$ cat config.mk
export PLATFORM = sky130hd
export DESIGN_NAME = bce_exec
export DESIGN_NICKNAME = d
export VERILOG_FILES = /design/src/hdl/bce_exec.v
export VERILOG_INCLUDE_DIRS = /design/src /design/src/hdl
export SDC_FILE = /design/constraint.sdc
export NUM_CORES = 1
export LEC_CHECK = 0
export BUFFER_PORTS_ARGS = -buffer_cell sky130_fd_sc_hd__buf_2
export CAP_MARGIN = 20
export CORE_UTILIZATION = 30
export DETAILED_ROUTE_END_ITERATION = 10
export PLACE_DENSITY = 0.51
export RECOVER_POWER = 25
export SKIP_CTS_REPAIR_TIMING = 1
export SYNTH_ARGS = -nofsm -noshare
export SYNTH_HDL_FRONTEND = slang
export SYNTH_SLANG_ARGS = --single-unit
$ cat constraint.sdc
create_clock -name clock -period 11.6 [get_ports clock]
set_input_delay 2.32 -clock clock [delete_from_list [all_inputs] [get_ports clock]]
set_output_delay 2.32 -clock clock [all_outputs]
set_load 0.05 [all_outputs]
$ cat src/hdl/bce_regs.vh
// Constants for the bubble controller command execution unit
`ifndef BCE_REGS_VH
`define BCE_REGS_VH
// Command opcodes on cmd_code
`define BCE_CMD_WRITE_SEEK   4'h0
`define BCE_CMD_ABORT        4'h1
`define BCE_CMD_PURGE        4'h2
`define BCE_CMD_READ_CORR    4'h3
`define BCE_CMD_SW_RESET     4'h4
`define BCE_CMD_READ_STATUS  4'h5
`define BCE_CMD_READ_BLR     4'h6
`define BCE_CMD_WRITE_BLR_M  4'h7
`define BCE_CMD_READ_BOOT    4'h8
`define BCE_CMD_WRITE_BOOT   4'h9
`define BCE_CMD_INIT         4'hA
// Byte counts per channel or per transfer
`define BCE_CORR_BYTES       6'h20
`define BCE_BLR_BYTES        6'h14
`define BCE_BOOT_BYTES       6'h28
`define BCE_BOOT_TOTAL       6'h29
// Ones kept in a bootloop register
`define BCE_ONES_ECC         9'h10E
`define BCE_ONES_NOECC       9'h110
// Channel count and bytes per mask write pass
`define BCE_MAX_CHAN         3'h4
`define BCE_MASK_BYTES       6'h22
// Reset values
`define BCE_PAGE_RST         12'h000
`define BCE_CHAN_RST         3'h0
`endif

$ cat src/hdl/bce_exec.v
// Command execution unit of the bubble memory controller
//
// Notes on behaviour
// - Write seek rotates to page plus one
// - Abort stops current command cleanly
// - Abort accepted only while busy
// - Purge clears registers, counters, address RAM
// - Purge detects and keeps channel count
// - Initialize runs purge, masked write, bootloop read
// - Corrected read moves 256-bit block per channel
// - Software reset empties FIFO, keeps init params
// - Software reset forwarded to all four channels
// - Status read fetches every channel status byte
// - Bootloop register read moves twenty bytes/channel
// - Masked write clears ones beyond count
// - Bootloop read decodes module loop into FIFO
// - Bootloop write encodes FIFO data into module
// - Page select names modules and start page
`timescale 1ns/1ns
`default_nettype none
`include "bce_regs.vh"
module bce_exec
(
  input  wire        clock,           // System clock, 100 MHz
  input  wire        arst_n,          // Asynchronous reset, active low
  input  wire        cmd_valid,       // Command strobe, one cycle
  input  wire [3:0]  cmd_code,        // Command opcode
  input  wire [15:0] page_select_reg, // Module select [15:12], page [11:0]
  input  wire        internal_correct_enable, // Correction enabled in device
  input  wire        host_correct_enable,     // Correction done by host
  input  wire        ecc_mode,        // Error correction in use
  output reg         busy,            // Command in progress
  output reg         cmd_done,        // One-cycle pulse at completion
  output reg         cmd_aborted,     // One-cycle pulse when abort finished
  output reg         correctable,     // Last corrected read was correctable
  output reg  [2:0]  chan_count,      // Channels found by purge
  // Controller FIFO, push side (into FIFO)
  output reg         fifo_push,       // Push strobe
  output reg  [7:0]  fifo_wdata,      // Pushed byte
  input  wire        fifo_full,       // FIFO cannot accept
  // Controller FIFO, pop side (from FIFO)
  output wire        fifo_pop,        // Pop strobe
  input  wire [7:0]  fifo_rdata,      // Byte at head of FIFO
  input  wire        fifo_empty,      // No byte available
  output reg         fifo_clear,      // Empty the FIFO; one cycle on purge, held until channel answer on software reset
  // Formatter/sense channels
  output reg         chan_req,        // Channel transfer request
  output reg  [3:0]  chan_sel,        // Selected channel, one-hot; all four on software reset
  output reg  [3:0]  chan_op,         // Operation to channels
  output reg  [7:0]  chan_wdata,      // Byte to channel
  input  wire        chan_ack,        // Channel took or gave a byte
  input  wire [7:0]  chan_rdata,      // Byte from channel
  input  wire [3:0]  chan_present,    // Presence answer per channel
  input  wire        chan_corr_ok,    // Channel correction verdict
  // Bubble memory modules
  output reg         mod_rotate,      // Rotate one page step
  input  wire [11:0] mod_position,    // Current page under access point
  output reg         mod_boot_rd,     // Read bootloop byte request
  output reg         mod_boot_wr,     // Write bootloop byte request
  output reg  [7:0]  mod_boot_wdata,  // Encoded bootloop byte
  input  wire        mod_ack,         // Module finished the byte step
  input  wire [7:0]  mod_boot_rdata,  // Raw bootloop byte
  output reg  [3:0]  mod_sel          // Selected modules
);

  // One-hot states
  localparam [7:0] ST_IDLE = 8'h01;
  localparam [7:0] ST_SEEK = 8'h02;
  localparam [7:0] ST_PURG = 8'h04;
  localparam [7:0] ST_CHRD = 8'h08;
  localparam [7:0] ST_MASK = 8'h10;
  localparam [7:0] ST_BTRD = 8'h20;
  localparam [7:0] ST_BTWR = 8'h40;
  localparam [7:0] ST_SRST = 8'h80;

  reg  [7:0]  state;       // Current state
  reg  [3:0]  op;          // Command being executed
  reg  [5:0]  bcnt;        // Byte counter within channel
  reg  [2:0]  ch;          // Channel index
  reg  [8:0]  ones;        // Ones written in masked write
  reg         abort_req;   // Abort pending until a byte boundary
  reg         init_seq;    // Running initialize subroutines
  reg  [11:0] addr_ram [0:3]; // Module page address RAM
  reg  [11:0] target;      // Seek target page
  integer     i;

  // Bootloop decode and encode: nibble swap, used both ways
  function [7:0] bce_code;
    input [7:0] b;
    begin
      bce_code = {b[3:0], b[7:4]};
    end
  endfunction

  // Count of ones in a byte
  function [3:0] bce_pop;
    input [7:0] b;
    integer k;
    begin
      bce_pop = 4'h0;
      for (k = 0; k < 8; k = k + 1)
        bce_pop = bce_pop + {3'h0, b[k]};
    end
  endfunction

  // Ones still allowed in the masked write
  wire [8:0] limit   = ecc_mode ? `BCE_ONES_ECC : `BCE_ONES_NOECC;
  wire [8:0] room    = limit - ones;
  wire       last_ch = ({1'b0, ch} + 4'h1) >= {1'b0, chan_count};
  wire       corr_en = internal_correct_enable | host_correct_enable;

  // Masked byte: keep ones from bit 0 up until room runs out
  reg  [7:0] masked;
  reg  [8:0] left;
  integer    m;
  always @*
  begin
    masked = 8'h00;
    left   = room;
    for (m = 0; m < 8; m = m + 1)
    begin
      if (fifo_rdata[m] && left != 9'h000)
      begin
        masked[m] = 1'b1;
        left      = left - 9'h001;
      end
    end
  end

  // FIFO pop happens as a byte is handed on
  assign fifo_pop = ((state == ST_MASK) & chan_ack & chan_req)
                  | ((state == ST_BTWR) & mod_ack & mod_boot_wr);

  // Main sequencer
  always @(posedge clock or negedge arst_n)
  begin
    if (!arst_n)
    begin
      state <= ST_IDLE; op <= 4'h0; bcnt <= 6'h00; ch <= 3'h0;
      ones <= 9'h000; abort_req <= 1'b0; init_seq <= 1'b0;
      busy <= 1'b0; cmd_done <= 1'b0; cmd_aborted <= 1'b0;
      correctable <= 1'b0; chan_count <= `BCE_CHAN_RST;
      fifo_push <= 1'b0; fifo_wdata <= 8'h00; fifo_clear <= 1'b0;
      chan_req <= 1'b0; chan_sel <= 4'h0; chan_op <= 4'h0;
      chan_wdata <= 8'h00; mod_rotate <= 1'b0; mod_boot_rd <= 1'b0;
      mod_boot_wr <= 1'b0; mod_boot_wdata <= 8'h00; mod_sel <= 4'h0;
      target <= `BCE_PAGE_RST;
      for (i = 0; i < 4; i = i + 1)
        addr_ram[i] <= `BCE_PAGE_RST;
    end
    else
    begin
      // Pulses default low
      cmd_done    <= 1'b0;
      cmd_aborted <= 1'b0;
      fifo_push   <= 1'b0;
      fifo_clear  <= 1'b0;
      mod_rotate  <= 1'b0;
      // Abort is taken only while busy; ignored when idle
      if (cmd_valid && cmd_code == `BCE_CMD_ABORT && busy)
        abort_req <= 1'b1;
      case (state)
        ST_IDLE:
        begin
          abort_req <= 1'b0;
          // Other commands only when idle; busy ones are ignored
          if (cmd_valid && !busy && cmd_code != `BCE_CMD_ABORT)
          begin
            busy    <= 1'b1;
            op      <= cmd_code;
            bcnt    <= 6'h00;
            ch      <= 3'h0;
            ones    <= 9'h000;
            mod_sel <= page_select_reg[15:12];
            target  <= page_select_reg[11:0] + 12'h001;
            case (cmd_code)
              `BCE_CMD_WRITE_SEEK:  state <= ST_SEEK;
              `BCE_CMD_PURGE:       state <= ST_PURG;
              `BCE_CMD_INIT:
              begin
                init_seq <= 1'b1;
                state    <= ST_PURG;
              end
              `BCE_CMD_READ_CORR:
              begin
                // Without correction enabled the command is a no-op
                if (corr_en) state <= ST_CHRD;
                else begin busy <= 1'b0; cmd_done <= 1'b1; end
              end
              `BCE_CMD_READ_STATUS: state <= ST_CHRD;
              `BCE_CMD_READ_BLR:    state <= ST_CHRD;
              `BCE_CMD_WRITE_BLR_M: state <= ST_MASK;
              `BCE_CMD_READ_BOOT:   state <= ST_BTRD;
              `BCE_CMD_WRITE_BOOT:  state <= ST_BTWR;
              `BCE_CMD_SW_RESET:    state <= ST_SRST;
              default:
              begin
                busy     <= 1'b0;
                cmd_done <= 1'b1;
              end
            endcase
          end
        end
        ST_SEEK:
        begin
          // Rotate one step at a time; no data moves; abort between steps
          if (abort_req) state <= ST_SRST;
          else if (mod_position == target) state <= ST_SRST;
          else if (!mod_rotate) mod_rotate <= 1'b1;
        end
        ST_PURG:
        begin
          // Clear counters and the address RAM, sample channel presence
          for (i = 0; i < 4; i = i + 1)
            addr_ram[i] <= `BCE_PAGE_RST;
          correctable <= 1'b0;
          fifo_clear  <= 1'b1;
          chan_count  <= {2'h0, chan_present[0]} + {2'h0, chan_present[1]}
                       + {2'h0, chan_present[2]} + {2'h0, chan_present[3]};
          if (init_seq)
          begin
            op    <= `BCE_CMD_WRITE_BLR_M;
            state <= ST_MASK;
          end
          else state <= ST_SRST;
        end
        ST_CHRD:
        begin
          // Byte moves channel to FIFO; abort only at a byte boundary
          chan_sel <= 4'h1 << ch;
          chan_op  <= op;
          if (abort_req && !chan_req) state <= ST_SRST;
          else if (!chan_req && !fifo_full) chan_req <= 1'b1;
          else if (chan_req && chan_ack)
          begin
            chan_req   <= 1'b0;
            fifo_push  <= 1'b1;
            fifo_wdata <= chan_rdata;
            if (op == `BCE_CMD_READ_CORR) correctable <= chan_corr_ok;
            if ((op == `BCE_CMD_READ_STATUS) ||
                (bcnt + 6'h01 == ((op == `BCE_CMD_READ_CORR) ?
                                  `BCE_CORR_BYTES : `BCE_BLR_BYTES)))
            begin
              bcnt <= 6'h00;
              ch   <= ch + 3'h1;
              if (last_ch) state <= ST_SRST;
            end
            else bcnt <= bcnt + 6'h01;
          end
        end
        ST_MASK:
        begin
          // FIFO bytes go to channels with excess ones masked off
          chan_sel   <= 4'h1 << ch;
          chan_op    <= `BCE_CMD_WRITE_BLR_M;
          chan_wdata <= masked;
          if (abort_req && !chan_req) state <= ST_SRST;
          else if (!chan_req && !fifo_empty) chan_req <= 1'b1;
          else if (chan_req && chan_ack)
          begin
            chan_req <= 1'b0;
            ones     <= ones + {5'h00, bce_pop(masked)};
            if (bcnt + 6'h01 == `BCE_MASK_BYTES)
            begin
              bcnt <= 6'h00;
              ones <= 9'h000;
              ch   <= ch + 3'h1;
              if (last_ch)
              begin
                ch    <= 3'h0;
                state <= init_seq ? ST_BTRD : ST_SRST;
              end
            end
            else bcnt <= bcnt + 6'h01;
          end
        end
        ST_BTRD:
        begin
          // Module bootloop bytes decoded into the FIFO
          if (abort_req && !mod_boot_rd) state <= ST_SRST;
          else if (!mod_boot_rd && !fifo_full) mod_boot_rd <= 1'b1;
          else if (mod_boot_rd && mod_ack)
          begin
            mod_boot_rd <= 1'b0;
            fifo_push   <= 1'b1;
            fifo_wdata  <= bce_code(mod_boot_rdata);
            bcnt        <= bcnt + 6'h01;
            if (bcnt + 6'h01 == `BCE_BOOT_BYTES) state <= ST_SRST;
          end
        end
        ST_BTWR:
        begin
          // 41 bytes encoded into the module, the trailing zero byte included
          mod_boot_wdata <= bce_code(fifo_rdata);
          if (abort_req && !mod_boot_wr) state <= ST_SRST;
          else if (!mod_boot_wr && !fifo_empty) mod_boot_wr <= 1'b1;
          else if (mod_boot_wr && mod_ack)
          begin
            mod_boot_wr <= 1'b0;
            bcnt        <= bcnt + 6'h01;
            if (bcnt + 6'h01 == `BCE_BOOT_TOTAL) state <= ST_SRST;
          end
        end
        ST_SRST:
        begin
          // Completion; software reset also clears FIFO and tells channels
          if (op == `BCE_CMD_SW_RESET)
          begin
            fifo_clear  <= 1'b1;
            correctable <= 1'b0;
            chan_sel    <= 4'hF;
            chan_op     <= `BCE_CMD_SW_RESET;
            if (!chan_req) chan_req <= 1'b1;
          end
          if (op != `BCE_CMD_SW_RESET || (chan_req && chan_ack))
          begin
            chan_req    <= 1'b0;
            mod_boot_rd <= 1'b0;
            mod_boot_wr <= 1'b0;
            busy        <= 1'b0;
            init_seq    <= 1'b0;
            cmd_aborted <= abort_req;
            cmd_done    <= ~abort_req;
            abort_req   <= 1'b0;
            if (op == `BCE_CMD_WRITE_SEEK)
              addr_ram[mod_sel[1:0]] <= target;
            state <= ST_IDLE;
          end
        end
        default: state <= ST_IDLE;
      endcase
    end
  end

endmodule
`default_nettype wire

Yosys cells after proc, flatten, opt, wreduce, memory -nomap -nowiden --
Index checks and enable logic that the tools add are counted.
Storage, ports and cells: bits in latches 0, word-level logic and storage cells 338, register bits 93, memories 0, output and inout port bits 50, bits in read-only memories 0, bits of input ports 71, bits in writable memories 0
Cells by class: bitwise operators 7, multiplexer cells 144, divide/modulo/power cells 0, eq/ne operators 68, $mul 0, shift operators 1, add/subtract/negate cells 23, magnitude comparators 1, reduce and logical (&&, ||, !) cells 69
Operators with widths (number):
- $mux W8 | 31
- $pmux W8 S8 | 2
- $mux W9 | 12
- $mux W6 | 16
- $reduce_bool A9 Y1 | 8
- $sub A9 B1 Y9 const B | 7
- $mux W1 | 49
- $ne A3 B3 Y1 const B | 13
- $ne A2 B2 Y1 const B | 16
- $mux W3 | 10
- $pmux W6 S5 | 1
- $eq A4 B3 Y1 const B | 6
- $logic_and A1 B1 Y1 | 22
- $pmux W1 S2 | 10
- $reduce_and A19 Y1 | 1
- $eq A6 B6 Y1 const B | 3
- $pmux W9 S2 | 1
- $add A4 B1 Y4 | 4
- $mux W4 | 4
- $pmux W4 S2 | 2
- $pmux W8 S2 | 1
- $reduce_and A4 Y1 | 4
- $ne A3 B1 Y1 const B | 5
- $reduce_and A14 Y1 | 1
- 51 further kinds | 84

Depth between registers and ports, before layout --
Gate-level depths: netlist (run 1).
depth in word-level cells 33, mapped depth 58, gate-level depth less buffers 52

Least setup slack after synthesis (run 1) --
No wires, ideal clock.
path kind input to register, start point input port ecc_mode, end point register ones[6], path buffers 4, arrival 13.197 ns, library setup time 0.132 ns, slack -1.729 ns, data required time 11.468 ns, stages on the path 53, cell sequence fa_1 > and3_1 > or3_1 > and2_1 > buf_6 > nor3_1 > buf_2 > nand3_1 > and2_1 > ha_1 > nor2b_1 > o31a_1 > nand2b_1 > a211o_1 > a41o_1 > a211oi_1 > nand2_1 > o21ai_0 > [17 not listed] > ha_1 > nand2_1 > mux2_2 > nor2_1 > a22o_1 > a31o_2 > a31oi_1 > fa_1 > fa_1 > fa_1 > inv_1 > fa_1 > nor2b_1 > o21ai_0 > a21oi_1 > nand3_1 > xnor2_1 > nor2_1
On the way: elaborated cells between the ends (all ways) 53, classes of those cells add/sub (16); mux (21); reduce/logical (16)
RTL lines:
- from (decl) | RTL line bce_exec.v:31 | input wire ecc_mode,
- $mux W5 (no line)
- $sub A9 B9 Y9 | RTL line bce_exec.v:108 | wire [8:0] room = limit - ones;
- $reduce_bool A9 Y1 | RTL line bce_exec.v:122 | if (fifo_rdata[m] && left != 9'h000)
- $logic_and A1 B1 Y1 | RTL line bce_exec.v:122
- $mux W1 | RTL line bce_exec.v:122
- named net masked[0] | RTL line bce_exec.v:113 | reg [7:0] masked;
- $add A1 B1 Y2 | RTL line bce_exec.v:102 | bce_pop = bce_pop + {3'h0, b[k]};
- $add A2 B1 Y3 | RTL line bce_exec.v:102
- $add A3 B1 Y4 | RTL line bce_exec.v:102
- $add A4 B1 Y4 (4 in a row) | RTL line bce_exec.v:102
- $add A9 B4 Y9 | RTL line bce_exec.v:262 | ones <= ones + {5'h00, bce_pop(masked)};
- $mux W9 | RTL line bce_exec.v:263 | if (bcnt + 6'h01 == `BCE_MASK_BYTES)
- $mux W9 | RTL line bce_exec.v:259 | else if (chan_req && chan_ack)
- $mux W9 | RTL line bce_exec.v:258 | else if (!chan_req && !fifo_empty) chan_req <= 1'b1;
- $mux W9 | RTL line bce_exec.v:257 | if (abort_req && !chan_req) state <= ST_SRST;
- $pmux W9 S2 | RTL line bce_exec.v:162 | case (state)
- to (signal assigned) | RTL line bce_exec.v:262
- to (decl) | RTL line bce_exec.v:80 | reg [8:0] ones;
The timed path passes the listed nets, and every way through them passes these cells. The select of a mux whose other input is x is not followed. A chain may end at the register's enable or synchronous reset.

Worst setup path in the final report (run 1) --
start point input port ecc_mode, end point register ones[6]
On the way: word-level cells in the longest chain between the ends 33, elaborated cells between the ends (all ways) 53, classes of those cells add/sub (16); mux (21); reduce/logical (16)
RTL lines (RTL line):
- $mux W5 (no line) *
- $sub A9 B9 Y9 * | bce_exec.v:108
- parallel branches: the longest is 2 deep, another holds $sub A9 B1 Y9
- $mux W9 * | bce_exec.v:122
- parallel branches: the longest is 2 deep, another holds $sub A9 B1 Y9
- $mux W9 * | bce_exec.v:122
- parallel branches: the longest is 2 deep, another holds $sub A9 B1 Y9
- $mux W9 * | bce_exec.v:122
- [15 not listed]
- named net masked[7] | bce_exec.v:113
- $add A4 B1 Y4 * | bce_exec.v:102
- $add A9 B4 Y9 * | bce_exec.v:262
- $mux W9 * | bce_exec.v:263
- $mux W9 * | bce_exec.v:259
- $mux W9 * | bce_exec.v:258
- $mux W9 * | bce_exec.v:257
- $pmux W9 S2 * | bce_exec.v:162
Mark *: on every way through the listed nets, which the timed path passes. The select of a mux whose other input is x is not followed.

==> results of run 1 <==
## area by class of cell
type	instances	area (sq um)
fill	2665	15000
multi-input combinational	808	5870
sequential	93	2330
timing repair buffer	339	2280
tap	335	419
clock buffer	10	229
inverter	50	188
clock inverter	6	56.3
## worst max-delay path: cells and delay by family
kind | cells | cell delay, ns
AO/OA/AOI/OAI | 12 | 3.04
XOR/XNOR | 3 | 0.48
buffers and inverters | 4 | 0.44
adder cells (fa/ha/maj) | 7 | 2.39
AND/OR/NAND/NOR | 19 | 3.70
## flip-flops by register name, summed over array words and instances, names as in the netlist, 3 cells and up
signal and cells:
target 12, ones 9, chan_op 4, mod_sel 4, chan_sel 4, mod_boot_wdata 8
chan_wdata 8, op 4, chan_count 3, bcnt 6, ch 3, state 8
fifo_wdata 8
## cells in the mapped netlist, types with 6 or more instances
| cell type | instances | area share [%] |
|---|---|---|
| dfrtp_1 | 92 | 28 |
| xor2_1 | 31 | 3.3 |
| nor2b_1 | 10 | 0.77 |
| ha_1 | 31 | 4.8 |
| nand3_1 | 33 | 2.0 |
| nand2_1 | 111 | 5.1 |
| fa_1 | 7 | 1.7 |
| nor2_1 | 77 | 3.5 |
| and2_1 | 11 | 0.84 |
| mux2_2 | 21 | 2.9 |
| nor3_1 | 28 | 1.7 |
| nand4_1 | 13 | 1.0 |
| a21boi_0 | 6 | 0.55 |
| a31oi_1 | 15 | 1.2 |
| a21o_1 | 10 | 0.92 |
| nand2b_1 | 19 | 1.5 |
| o21a_1 | 7 | 0.65 |
| mux2i_1 | 15 | 1.8 |
| a21oi_1 | 60 | 3.7 |
| nor4_1 | 8 | 0.61 |
| o211ai_1 | 9 | 0.83 |
| clkbuf_1 | 26 | 1.2 |
| o22ai_1 | 14 | 1.1 |
| o21ai_0 | 71 | 4.4 |
| nand3b_1 | 10 | 0.92 |
| and3_1 | 17 | 1.3 |
| o31ai_1 | 15 | 1.4 |
| or3_1 | 8 | 0.61 |
| xnor2_1 | 23 | 2.5 |
| or2_2 | 6 | 0.46 |
| inv_1 | 49 | 2.3 |
## logic make-up (layout without fill, tap and decap cells)
| family | after synthesis | in the layout | share of synthesized area (%) |
|---|---|---|---|
| simple gates | 388 | 388 | 24.8 |
| flops | 93 | 93 | 28.6 |
| xor+xnor | 55 | 55 | 6.08 |
| compound gates | 288 | 288 | 24.4 |
| mux | 39 | 39 | 5.27 |
| fa+ha+maj | 38 | 38 | 6.48 |
| buf+inv | 85 | 405 | 4.32 |
## stage by stage
stage          power [mW]  instance area [sq um]  hold WS [ns]  util, %  setup slack, ns
2_1_floorplan        1.49                   8390         0.469        -           -0.662
3_3_place_gp         2.04                  10700         0.423     40.7           -0.688
3_5_place_dp         2.05                  10700         0.423     40.7           -0.992
4_1_cts              2.36                  11000         0.434     41.7           -0.665
5_1_grt              2.58                  11400         0.456     43.1            -1.05
6_report             2.40                  11400         0.434     43.1           -0.524
## routing by layer
layer / track usage [%] / routed length [um] / vias up
met5: 0 / 0 / -
met4: 4.39 / 349 / 0
met3: 2.71 / 1150 / 24
met2: 33.1 / 12800 / 253
met1: 26.2 / 12400 / 4094
li1: - / - / 4263
## power by group through the flow
stage                     Clock (mW)  Combinational [mW]  Sequential (mW)
final                          0.302                1.57            0.526
after floorplan                    0               0.734            0.760
after detailed placement           0                1.51            0.533
after global routing           0.325                1.71            0.544
after CTS                      0.313                1.52            0.527
after global placement             0                1.51            0.529
## worst min path at each step
| stage | from | to | slack, ns | depth (start not counted) |
|---|---|---|---|---|
| final | mod_rotate | mod_rotate | 0.43 | 1 |
| after global routing | mod_rotate | mod_rotate | 0.46 | 1 |
| after CTS | mod_rotate | mod_rotate | 0.43 | 1 |
| after detailed placement | mod_rotate | mod_rotate | 0.42 | 1 |
| after global placement | mod_rotate | mod_rotate | 0.42 | 1 |
| after floorplan | target[0] | target[0] | 0.47 | 2 |
==> metrics.log, run 1 <==
INFO  metric global_route.usage.total = 19.5%
INFO  metric tightest_slew = 1.26 ns
INFO  metric netSwitchingPower = 1.18 mW
INFO  metric yosys_register_bits = 93
INFO  metric crit_type = input port to register
INFO  metric combinational_share_of_power = 65.5%
INFO  metric wl_per_cell = 16.3 um
INFO  metric final_layout_size_suffix_gt1_share = 36.1%
INFO  metric layout-area-overhead-vs-synth = 39.6%
INFO  metric max_cap_violations = 0
INFO  metric antennaDiodeCount = 0
INFO  metric setup_ws = -0.524 ns
INFO  metric reg2reg_from = ones[1]
INFO  metric dominantRegCellSynth = dfrtp_1
INFO  metric fraction_of_power_spent_switching_nets = 49.3%
INFO  metric top_library_cells_by_usage_in_the_layout_fill_and_taps_aside = 214 x buf_4, 118 x buf_2, 107 x nand2_1
INFO  metric drt_iter0_markers = 528
INFO  metric global_route.overflow_total = 0
INFO  metric internal_power = 1.22 mW
INFO  metric synth_enable_flop_cells = 0
INFO  metric maxClockFrequency = 82.5 MHz
INFO  metric grt_antenna_before_repair = 0
INFO  metric worstSkewPairLatency = 0.36 ns
INFO  metric antenna_violating_nets_post_route = 0
INFO  metric pwr-share-clk = 12.6%
INFO  metric start_util = 30.9%
INFO  metric grt_pass1_vias = 8,453
INFO  metric hpwl = 20,900 um
INFO  metric synth_cells = 986
INFO  metric synth.net_count = 1,095
INFO  metric kind_of_launch_point_of_the_worst_setup_path = input port
INFO  metric critical_path.startpoint = ecc_mode
INFO  metric failed_checks = negative setup slack
INFO  metric routed_wl = 26,700 um
INFO  metric slew_headroom = 16.0%
INFO  metric holdCritPathClass = register to register
INFO  metric io_pins = 121
INFO  metric fp.dieW = 167 um
INFO  metric setup_tns = -2.53 ns
INFO  metric numPlacedInstances = 1,605
INFO  metric finalWorstPathRequiredPeriod = 12.12 ns
INFO  metric numClockSinks = 93
INFO  metric worstReg2RegEnd = ones[6]
INFO  metric timing.critical_path.to_type = register
INFO  metric worst-r2r-setup-slack = 1.09 ns
INFO  metric final_common_cell = buf_4
INFO  metric hold_violations = 0
INFO  metric grt_first_pass_wirelength = 44,000 um
INFO  metric path_max_fanout = 5
INFO  metric total_cts_buffers = 9
INFO  metric sequentialPowerShare = 21.9%
INFO  metric slowest_stage = or4_4
INFO  metric critical-path-max-stage-delay = 0.57 ns
INFO  metric clockBufferDepth = 2
INFO  metric timing.final.setup_violations = 8
INFO  metric port-buffer-count = 120
INFO  metric async_reset_ff_share = 100%
INFO  metric timing.clock.skew = 0.0109 ns
INFO  metric cellLeakagePower = 5.26 nW
INFO  metric finalNetCount = 1,410
INFO  metric final_min_period_over_clock_period = 105%
INFO  metric cts.htree.levels = 3
INFO  metric syn_area_per_cell = 8.26 sq um
INFO  metric gpl.final_weighted_congestion = 0.876
INFO  metric outcome = finished with violations
INFO  metric rows = 59
INFO  metric timing.critical_path.to = ones[6]
INFO  metric die-area = 0.0278 sq mm
INFO  metric grt_setup_unrepaired = true
INFO  metric design.core.area = 0.0264 sq mm
INFO  metric ff2ff_path_depth = 45
INFO  metric die_h = 167 um
INFO  metric critical_path_arrival = 12.36 ns
INFO  metric worst_ep_required_time = 11.83 ns
INFO  metric cts.clk_slew.worst_paths = 0.08 ns
INFO  metric maxSlewViolCount = 0
INFO  metric route.detailed.vias_per_inst = 5.26
INFO  metric cts_tree = yes
INFO  metric power-per-cell-area = 211 mW/mm^2
INFO  metric maximum_number_of_pins_on_one_net_before_global_route_repair = 73
INFO  metric power.ir.vdd_worst = 0.112 mV
INFO  metric synth.cell_area = 0.00815 sq mm
INFO  metric synth-seq-area-share = 28.6%
INFO  metric yosysUniqueCellTypes = 103
INFO  metric route.detailed.drc = 0
INFO  metric ys.warnings.count = 0
INFO  metric routed-via-count = 8,634
INFO  metric detail_route.first_pass.iterations = 5
INFO  metric ctsRootBufferMaster = clkbuf_16
INFO  metric instances_no_fill = 1,641
Power figures use the tool's default switching activity.
==> run 2: changes to the inputs <==
- PLACE_DENSITY: 0.51 -> 0.46
==> run 2 against run 1 <==
The run still ends with negative setup slack left. Critical path type unchanged. Worst setup slack better by 0.30 ns. Flip-flop and latch count stayed put. Maximum frequency is 2.5% higher. Critical endpoint unchanged. Via count is 0.96% lower. Highest routed layer unchanged. Sequential power hardly changed. Largest power group unchanged. Core utilization is 0.057 points lower. Register-to-register slack better by 0.26 ns.
==> metrics.log, run 2 (synthesis results as in run 1) <==
INFO  metric die_h = 167 um (unchanged)
INFO  metric tightest_slew = 1.42 ns (+0.162 ns)
INFO  metric setup_ws = -0.223 ns (+0.301 ns)
INFO  metric final_layout_size_suffix_gt1_share = 36.3% (+0.25 points)
INFO  metric timing.critical_path.to_type = register
INFO  metric ff2ff_path_depth = 49 (+8.9%)
INFO  metric critical-path-max-stage-delay = 0.58 ns (about the same)
INFO  metric internal_power = 1.24 mW (+1.8%)
INFO  metric routed_wl = 26,900 um (+0.67%)
INFO  metric grt_first_pass_wirelength = 43,500 um (-1.0%)
INFO  metric cpLargestDelayFamily = simple AND/OR/NAND/NOR gates
INFO  metric worst_ep_required_time = 11.84 ns (about the same)
INFO  metric pwr-share-clk = 13.6% (+1.0 points)
INFO  metric drt_iter0_markers = 557 (+5.5%)
INFO  metric outcome = finished with violations
INFO  metric cts.clk_slew.worst_paths = 0.08 ns (about the same)
INFO  metric top_register = target
INFO  metric worst-r2r-setup-slack = 1.35 ns (+0.26 ns)
INFO  metric fraction_of_power_spent_switching_nets = 49.0% (-0.35 points)
INFO  metric slew_headroom = 5.22% (-11 points)
INFO  metric power-per-cell-area = 214 mW/mm^2 (+1.3%)
INFO  metric failed_checks = negative setup slack
INFO  metric start_util = 30.9% (unchanged)
INFO  metric netSwitchingPower = 1.19 mW (+0.42%)
INFO  metric design.core.area = 0.0264 sq mm (unchanged)
INFO  metric largest_register_ffs = 12 (unchanged)
INFO  metric routed-via-count = 8,551 (-0.96%)
INFO  metric critical_path_buf_inv_count = 3 (-1)
INFO  metric global_route.usage.total = 19.5% (+0.035 points)
INFO  metric timing.final.setup_violations = 6 (-2)
INFO  metric route.detailed.vias_per_inst = 5.24 (-0.42%)
INFO  metric detail_route.first_pass.iterations = 5 (unchanged)
INFO  metric gpl.final_weighted_congestion = 0.877 (+0.11%)
INFO  metric layout.cell_area.non_filler = 0.0114 sq mm (-0.13%)
INFO  metric ctsRootBufferMaster = clkbuf_16
INFO  metric hold_violations = 0 (unchanged)
INFO  metric global_route.overflow_total = 0 (unchanged)
INFO  metric utilization = 43.1% (-0.057 points)
INFO  metric timing.hold.worst_endpoint = mod_rotate
INFO  metric die-area = 0.0278 sq mm (unchanged)
INFO  metric kind_of_launch_point_of_the_worst_setup_path = input port
INFO  metric hold_path.startpoint = mod_rotate
INFO  metric layout-area-overhead-vs-synth = 39.4%
INFO  metric layout.filler_cells = 2,672 (+0.26%)
INFO  metric crit_type = input port to register
INFO  metric numPlacedInstances = 1,603 (-0.12%)
INFO  metric final_min_period_over_clock_period = 102% (-2.6 points)
INFO  metric rows = 59 (unchanged)
INFO  metric grt_pass1_vias = 8,254 (-2.4%)
INFO  metric antenna_violating_nets_post_route = 0 (unchanged)
INFO  metric maximum_number_of_pins_on_one_net_before_global_route_repair = 69 (-5.5%)
INFO  metric place_ws = -0.833 ns (+0.159 ns)
INFO  metric slowest_stage = or4_4
INFO  metric path_max_fanout = 5 (unchanged)
INFO  metric io_pins = 121 (unchanged)
INFO  metric antennaDiodeCount = 0 (unchanged)
INFO  metric worstHoldPathCells = 1 (unchanged)
INFO  metric finalNetCount = 1,401 (-0.64%)
INFO  metric power.ir.vdd_worst = 0.104 mV (-7.3%)
INFO  metric combinational_share_of_power = 64.7% (-0.8 points)
INFO  metric grt_antenna_before_repair = 0 (unchanged)
INFO  metric critical_path_arrival = 12.07 ns (-0.29 ns)
INFO  metric placedInstanceArea = 0.0107 sq mm (-0.14%)
INFO  metric route.detailed.drc = 0 (unchanged)
INFO  metric clockBufferDepth = 2 (unchanged)
INFO  metric top_regs = target x12, ones x9
INFO  metric cellLeakagePower = 5.26 nW (-0.14%)
INFO  metric maxSlewViolCount = 0 (unchanged)
INFO  metric final_common_cell = buf_4
INFO  metric sequentialPowerShare = 21.8% (about the same)
INFO  metric port-buffer-count = 120 (unchanged)
INFO  metric fp.dieW = 167 um (unchanged)
INFO  metric numClockSinks = 93 (unchanged)
INFO  metric worstReg2RegEnd = ones[6]
INFO  metric max_cap_violations = 0 (unchanged)
INFO  metric top_library_cells_by_usage_in_the_layout_fill_and_taps_aside = 209 x buf_4, 118 x buf_2, 107 x nand2_1
INFO  metric fin_worst_hold_slack = 0.420 ns (-0.0136 ns)
INFO  metric holdCritPathClass = register to register
INFO  metric cts.htree.levels = 3 (unchanged)
INFO  metric setup_tns = -0.979 ns (+1.56 ns)
INFO  metric grt_setup_unrepaired = true
INFO  metric maxClockFrequency = 84.6 MHz (+2.5%)
INFO  metric cts_tree = yes
INFO  metric total_power = 2.43 mW (+1.1%)
INFO  metric hpwl = 21,300 um (+1.8%)
INFO  metric instances_no_fill = 1,632 (-0.55%)
INFO  metric reg2reg_from = ones[0]
INFO  metric finalWorstPathRequiredPeriod = 11.82 ns (-0.301 ns)
INFO  metric wl_per_cell = 16.5 um (+1.2%)
INFO  metric timing.clock.skew = 0.0137 ns (+0.00277 ns)
INFO  metric total_cts_buffers = 9 (unchanged)
INFO  metric worstSkewPairLatency = 0.36 ns (about the same)
## run 2: power groups by stage
stage / clock network (mW) / registers (mW) / logic (mW)
final: 0.330 / 0.529 / 1.57
after global placement: 0 / 0.533 / 1.52
after global routing: 0.353 / 0.545 / 1.71
after CTS: 0.341 / 0.530 / 1.52
after floorplan: 0 / 0.760 / 0.734
after detailed placement: 0 / 0.536 / 1.51
## run 2: layer usage
layer	GRT usage, %	routed length (um)	vias up
met5	0	0	-
met4	6.96	634	0
met3	1.90	1160	33
met2	31.9	12600	217
met1	26.8	12500	4039
li1	-	-	4262
## run 2: how the worst max path moves through the flow
stage,start,endpoint,slack (ns),depth (start not counted)
after floorplan,ecc_mode,ones[8],-0.66,55
after global placement,ecc_mode,ones[8],-0.71,51
after detailed placement,ecc_mode,ones[8],-0.83,51
after CTS,ecc_mode,ones[6],-0.52,51
after global routing,ecc_mode,ones[6],-0.76,49
final,ecc_mode,ones[6],-0.22,49
## run 2: final cells by class
cell class	instances	area [sq um]	share of cell area [%]
timing repair buffer	330	2190	19.3
multi-input combinational	808	5910	52.0
clock inverter	7	90.1	0.794
sequential	93	2330	20.5
inverter	50	188	1.65
tap	335	419	3.69
clock buffer	9	225	1.98
==> run 3: changes to the inputs <==
- CTS_BUF_LIST: default -> sky130_fd_sc_hd__clkbuf_8
==> run 3 against run 2 <==
The run still ends with negative setup slack left. Combinational power hardly changed. Critical path depth stayed put. Die area stayed put. Highest routed layer unchanged.
==> metrics.log, run 3 (synthesis results as in run 1) <==
INFO  metric maxClockFrequency = 84.6 MHz (about the same)
INFO  metric global_route.overflow_total = 0 (unchanged)
INFO  metric slew_headroom = 5.31% (+0.085 points)
INFO  metric numClockSinks = 93 (unchanged)
INFO  metric start_util = 30.9% (unchanged)
INFO  metric kind_of_launch_point_of_the_worst_setup_path = input port
INFO  metric grt_first_pass_wirelength = 43,300 um (-0.41%)
INFO  metric instances_no_fill = 1,632 (unchanged)
INFO  metric holdCritPathClass = register to register
INFO  metric cts.clk_slew.worst_paths = 0.12 ns (+0.04 ns)
INFO  metric largest_register_ffs = 12 (unchanged)
INFO  metric route.detailed.drc = 0 (unchanged)
INFO  metric die-area = 0.0278 sq mm (unchanged)
INFO  metric fin_worst_hold_slack = 0.425 ns (+0.00521 ns)
INFO  metric final_layout_size_suffix_gt1_share = 36.3% (unchanged)
INFO  metric grt_setup_unrepaired = true
INFO  metric port-buffer-count = 120 (unchanged)
INFO  metric worstSkewPairLatency = 0.39 ns (+0.03 ns)
INFO  metric design.core.area = 0.0264 sq mm (unchanged)
INFO  metric maxSlewViolCount = 0 (unchanged)
INFO  metric worst_ep_required_time = 11.87 ns (+0.03 ns)
INFO  metric placedInstanceArea = 0.0107 sq mm (unchanged)
INFO  metric finalNetCount = 1,401 (unchanged)
INFO  metric path_max_fanout = 5 (unchanged)
INFO  metric cts_tree = yes
INFO  metric routed_wl = 26,900 um (about the same)
INFO  metric slowest_stage = or4_4
INFO  metric io_pins = 121 (unchanged)
INFO  metric gpl.final_weighted_congestion = 0.877 (unchanged)
INFO  metric detail_route.first_pass.iterations = 6 (+1)
INFO  metric timing.clock.skew = 0.0216 ns (+0.00796 ns)
INFO  metric antennaDiodeCount = 0 (unchanged)
INFO  metric power-per-cell-area = 209 mW/mm^2 (-2.5%)
INFO  metric drt_iter0_markers = 586 (+5.2%)
INFO  metric rows = 59 (unchanged)
INFO  metric cpLargestDelayFamily = simple AND/OR/NAND/NOR gates
INFO  metric timing.critical_path.to_type = register
INFO  metric utilization = 42.7% (-0.38 points)
INFO  metric timing.final.setup_violations = 6 (unchanged)
INFO  metric ctsRootBufferMaster = clkbuf_8
INFO  metric cellLeakagePower = 5.21 nW (-0.88%)
INFO  metric maximum_number_of_pins_on_one_net_before_global_route_repair = 69 (unchanged)
INFO  metric final_min_period_over_clock_period = 102% (about the same)
INFO  metric setup_ws = -0.217 ns (+0.00566 ns)
INFO  metric grt_antenna_before_repair = 0 (unchanged)
INFO  metric outcome = finished with violations
INFO  metric setup_tns = -0.951 ns (+0.0279 ns)
INFO  metric top_register = target
INFO  metric global_route.usage.total = 19.3% (-0.20 points)
INFO  metric critical_path_arrival = 12.09 ns (+0.02 ns)
INFO  metric numPlacedInstances = 1,603 (unchanged)
INFO  metric die_h = 167 um (unchanged)
INFO  metric final_common_cell = buf_4
INFO  metric route.detailed.vias_per_inst = 5.22 (-0.46%)
INFO  metric grt_pass1_vias = 8,257 (+0.036%)
INFO  metric hold_path.startpoint = mod_rotate
INFO  metric fp.dieW = 167 um (unchanged)
INFO  metric failed_checks = negative setup slack
INFO  metric clockBufferDepth = 2 (unchanged)
INFO  metric hold_violations = 0 (unchanged)
INFO  metric wl_per_cell = 16.5 um (about the same)
INFO  metric finalWorstPathRequiredPeriod = 11.82 ns (-0.00566 ns)
INFO  metric layout-area-overhead-vs-synth = 38.1%
INFO  metric layout.cell_area.non_filler = 0.0113 sq mm (-0.89%)
INFO  metric power.ir.vdd_worst = 0.104 mV (about the same)
INFO  metric hpwl = 21,300 um (unchanged)
INFO  metric critical_path_buf_inv_count = 3 (unchanged)
INFO  metric crit_type = input port to register
INFO  metric total_cts_buffers = 9 (unchanged)
INFO  metric max_cap_violations = 0 (unchanged)
INFO  metric tightest_slew = 1.42 ns (-0.00127 ns)
INFO  metric layout.filler_cells = 2,681 (+0.34%)
INFO  metric top_library_cells_by_usage_in_the_layout_fill_and_taps_aside = 209 x buf_4, 118 x buf_2, 107 x nand2_1
INFO  metric critical-path-max-stage-delay = 0.58 ns (about the same)
INFO  metric reg2reg_from = ones[0]
INFO  metric critical_path.startpoint = ecc_mode
INFO  metric cts.htree.levels = 3 (unchanged)
INFO  metric antenna_violating_nets_post_route = 0 (unchanged)
INFO  metric top_regs = target x12, ones x9
INFO  metric routed-via-count = 8,512 (-0.46%)
## run 3: changes by cell type in the layout (fill, tap and decap cells not counted)
cell	delta
clkbuf_8	+9
clkbuf_16	-9
## run 3: cell type report
class                           instances  area (sq um)  share of cell area, %
Multi-Input combinational cell        808          5910                   52.5
Clock buffer                            9           124                   1.10
Clock inverter                          7          90.1                  0.801
Inverter                               50           188                   1.67
Timing Repair Buffer                  330          2190                   19.5
Sequential cell                        93          2330                   20.7
Tap cell                              335           419                   3.73
## run 3: power by group
group | internal [mW] | switching (mW) | total [mW]
combinational | 0.631 | 0.940 | 1.57
sequential | 0.435 | 0.0935 | 0.529
clock | 0.106 | 0.142 | 0.249
## run 3: path summary, 6_finish.rpt
path	end	slack, ns	cells after the start
setup reg to reg	ones[6]	1.32	49
min in group asynchronous	chan_count[0]	2.24	1
setup / recovery	ones[6]	-0.22	49
hold reg to reg	mod_rotate	0.43	1
hold / removal	mod_rotate	0.43	1
max in group asynchronous	fifo_wdata[3]	7.72	2
## run 3: per-stage QoR
stage	power, mW	setup slack, ns
after floorplan	1.49	-0.662
after global placement	2.05	-0.715
after detailed placement	2.05	-0.833
after CTS	2.31	-0.479
after global routing	2.53	-0.736
final	2.35	-0.217
## run 3: routing by layer
metal  track usage (%)  wire length, um  part of all wire, %  vias to the layer above
met5                 0                0                    0                        -
met4              5.07              450                  1.7                        0
met3              2.07              949                  3.5                       23
met2              32.1            12800                   48                      182
met1              26.7            12700                   47                     4054
li1                  -                -                    -                     4253
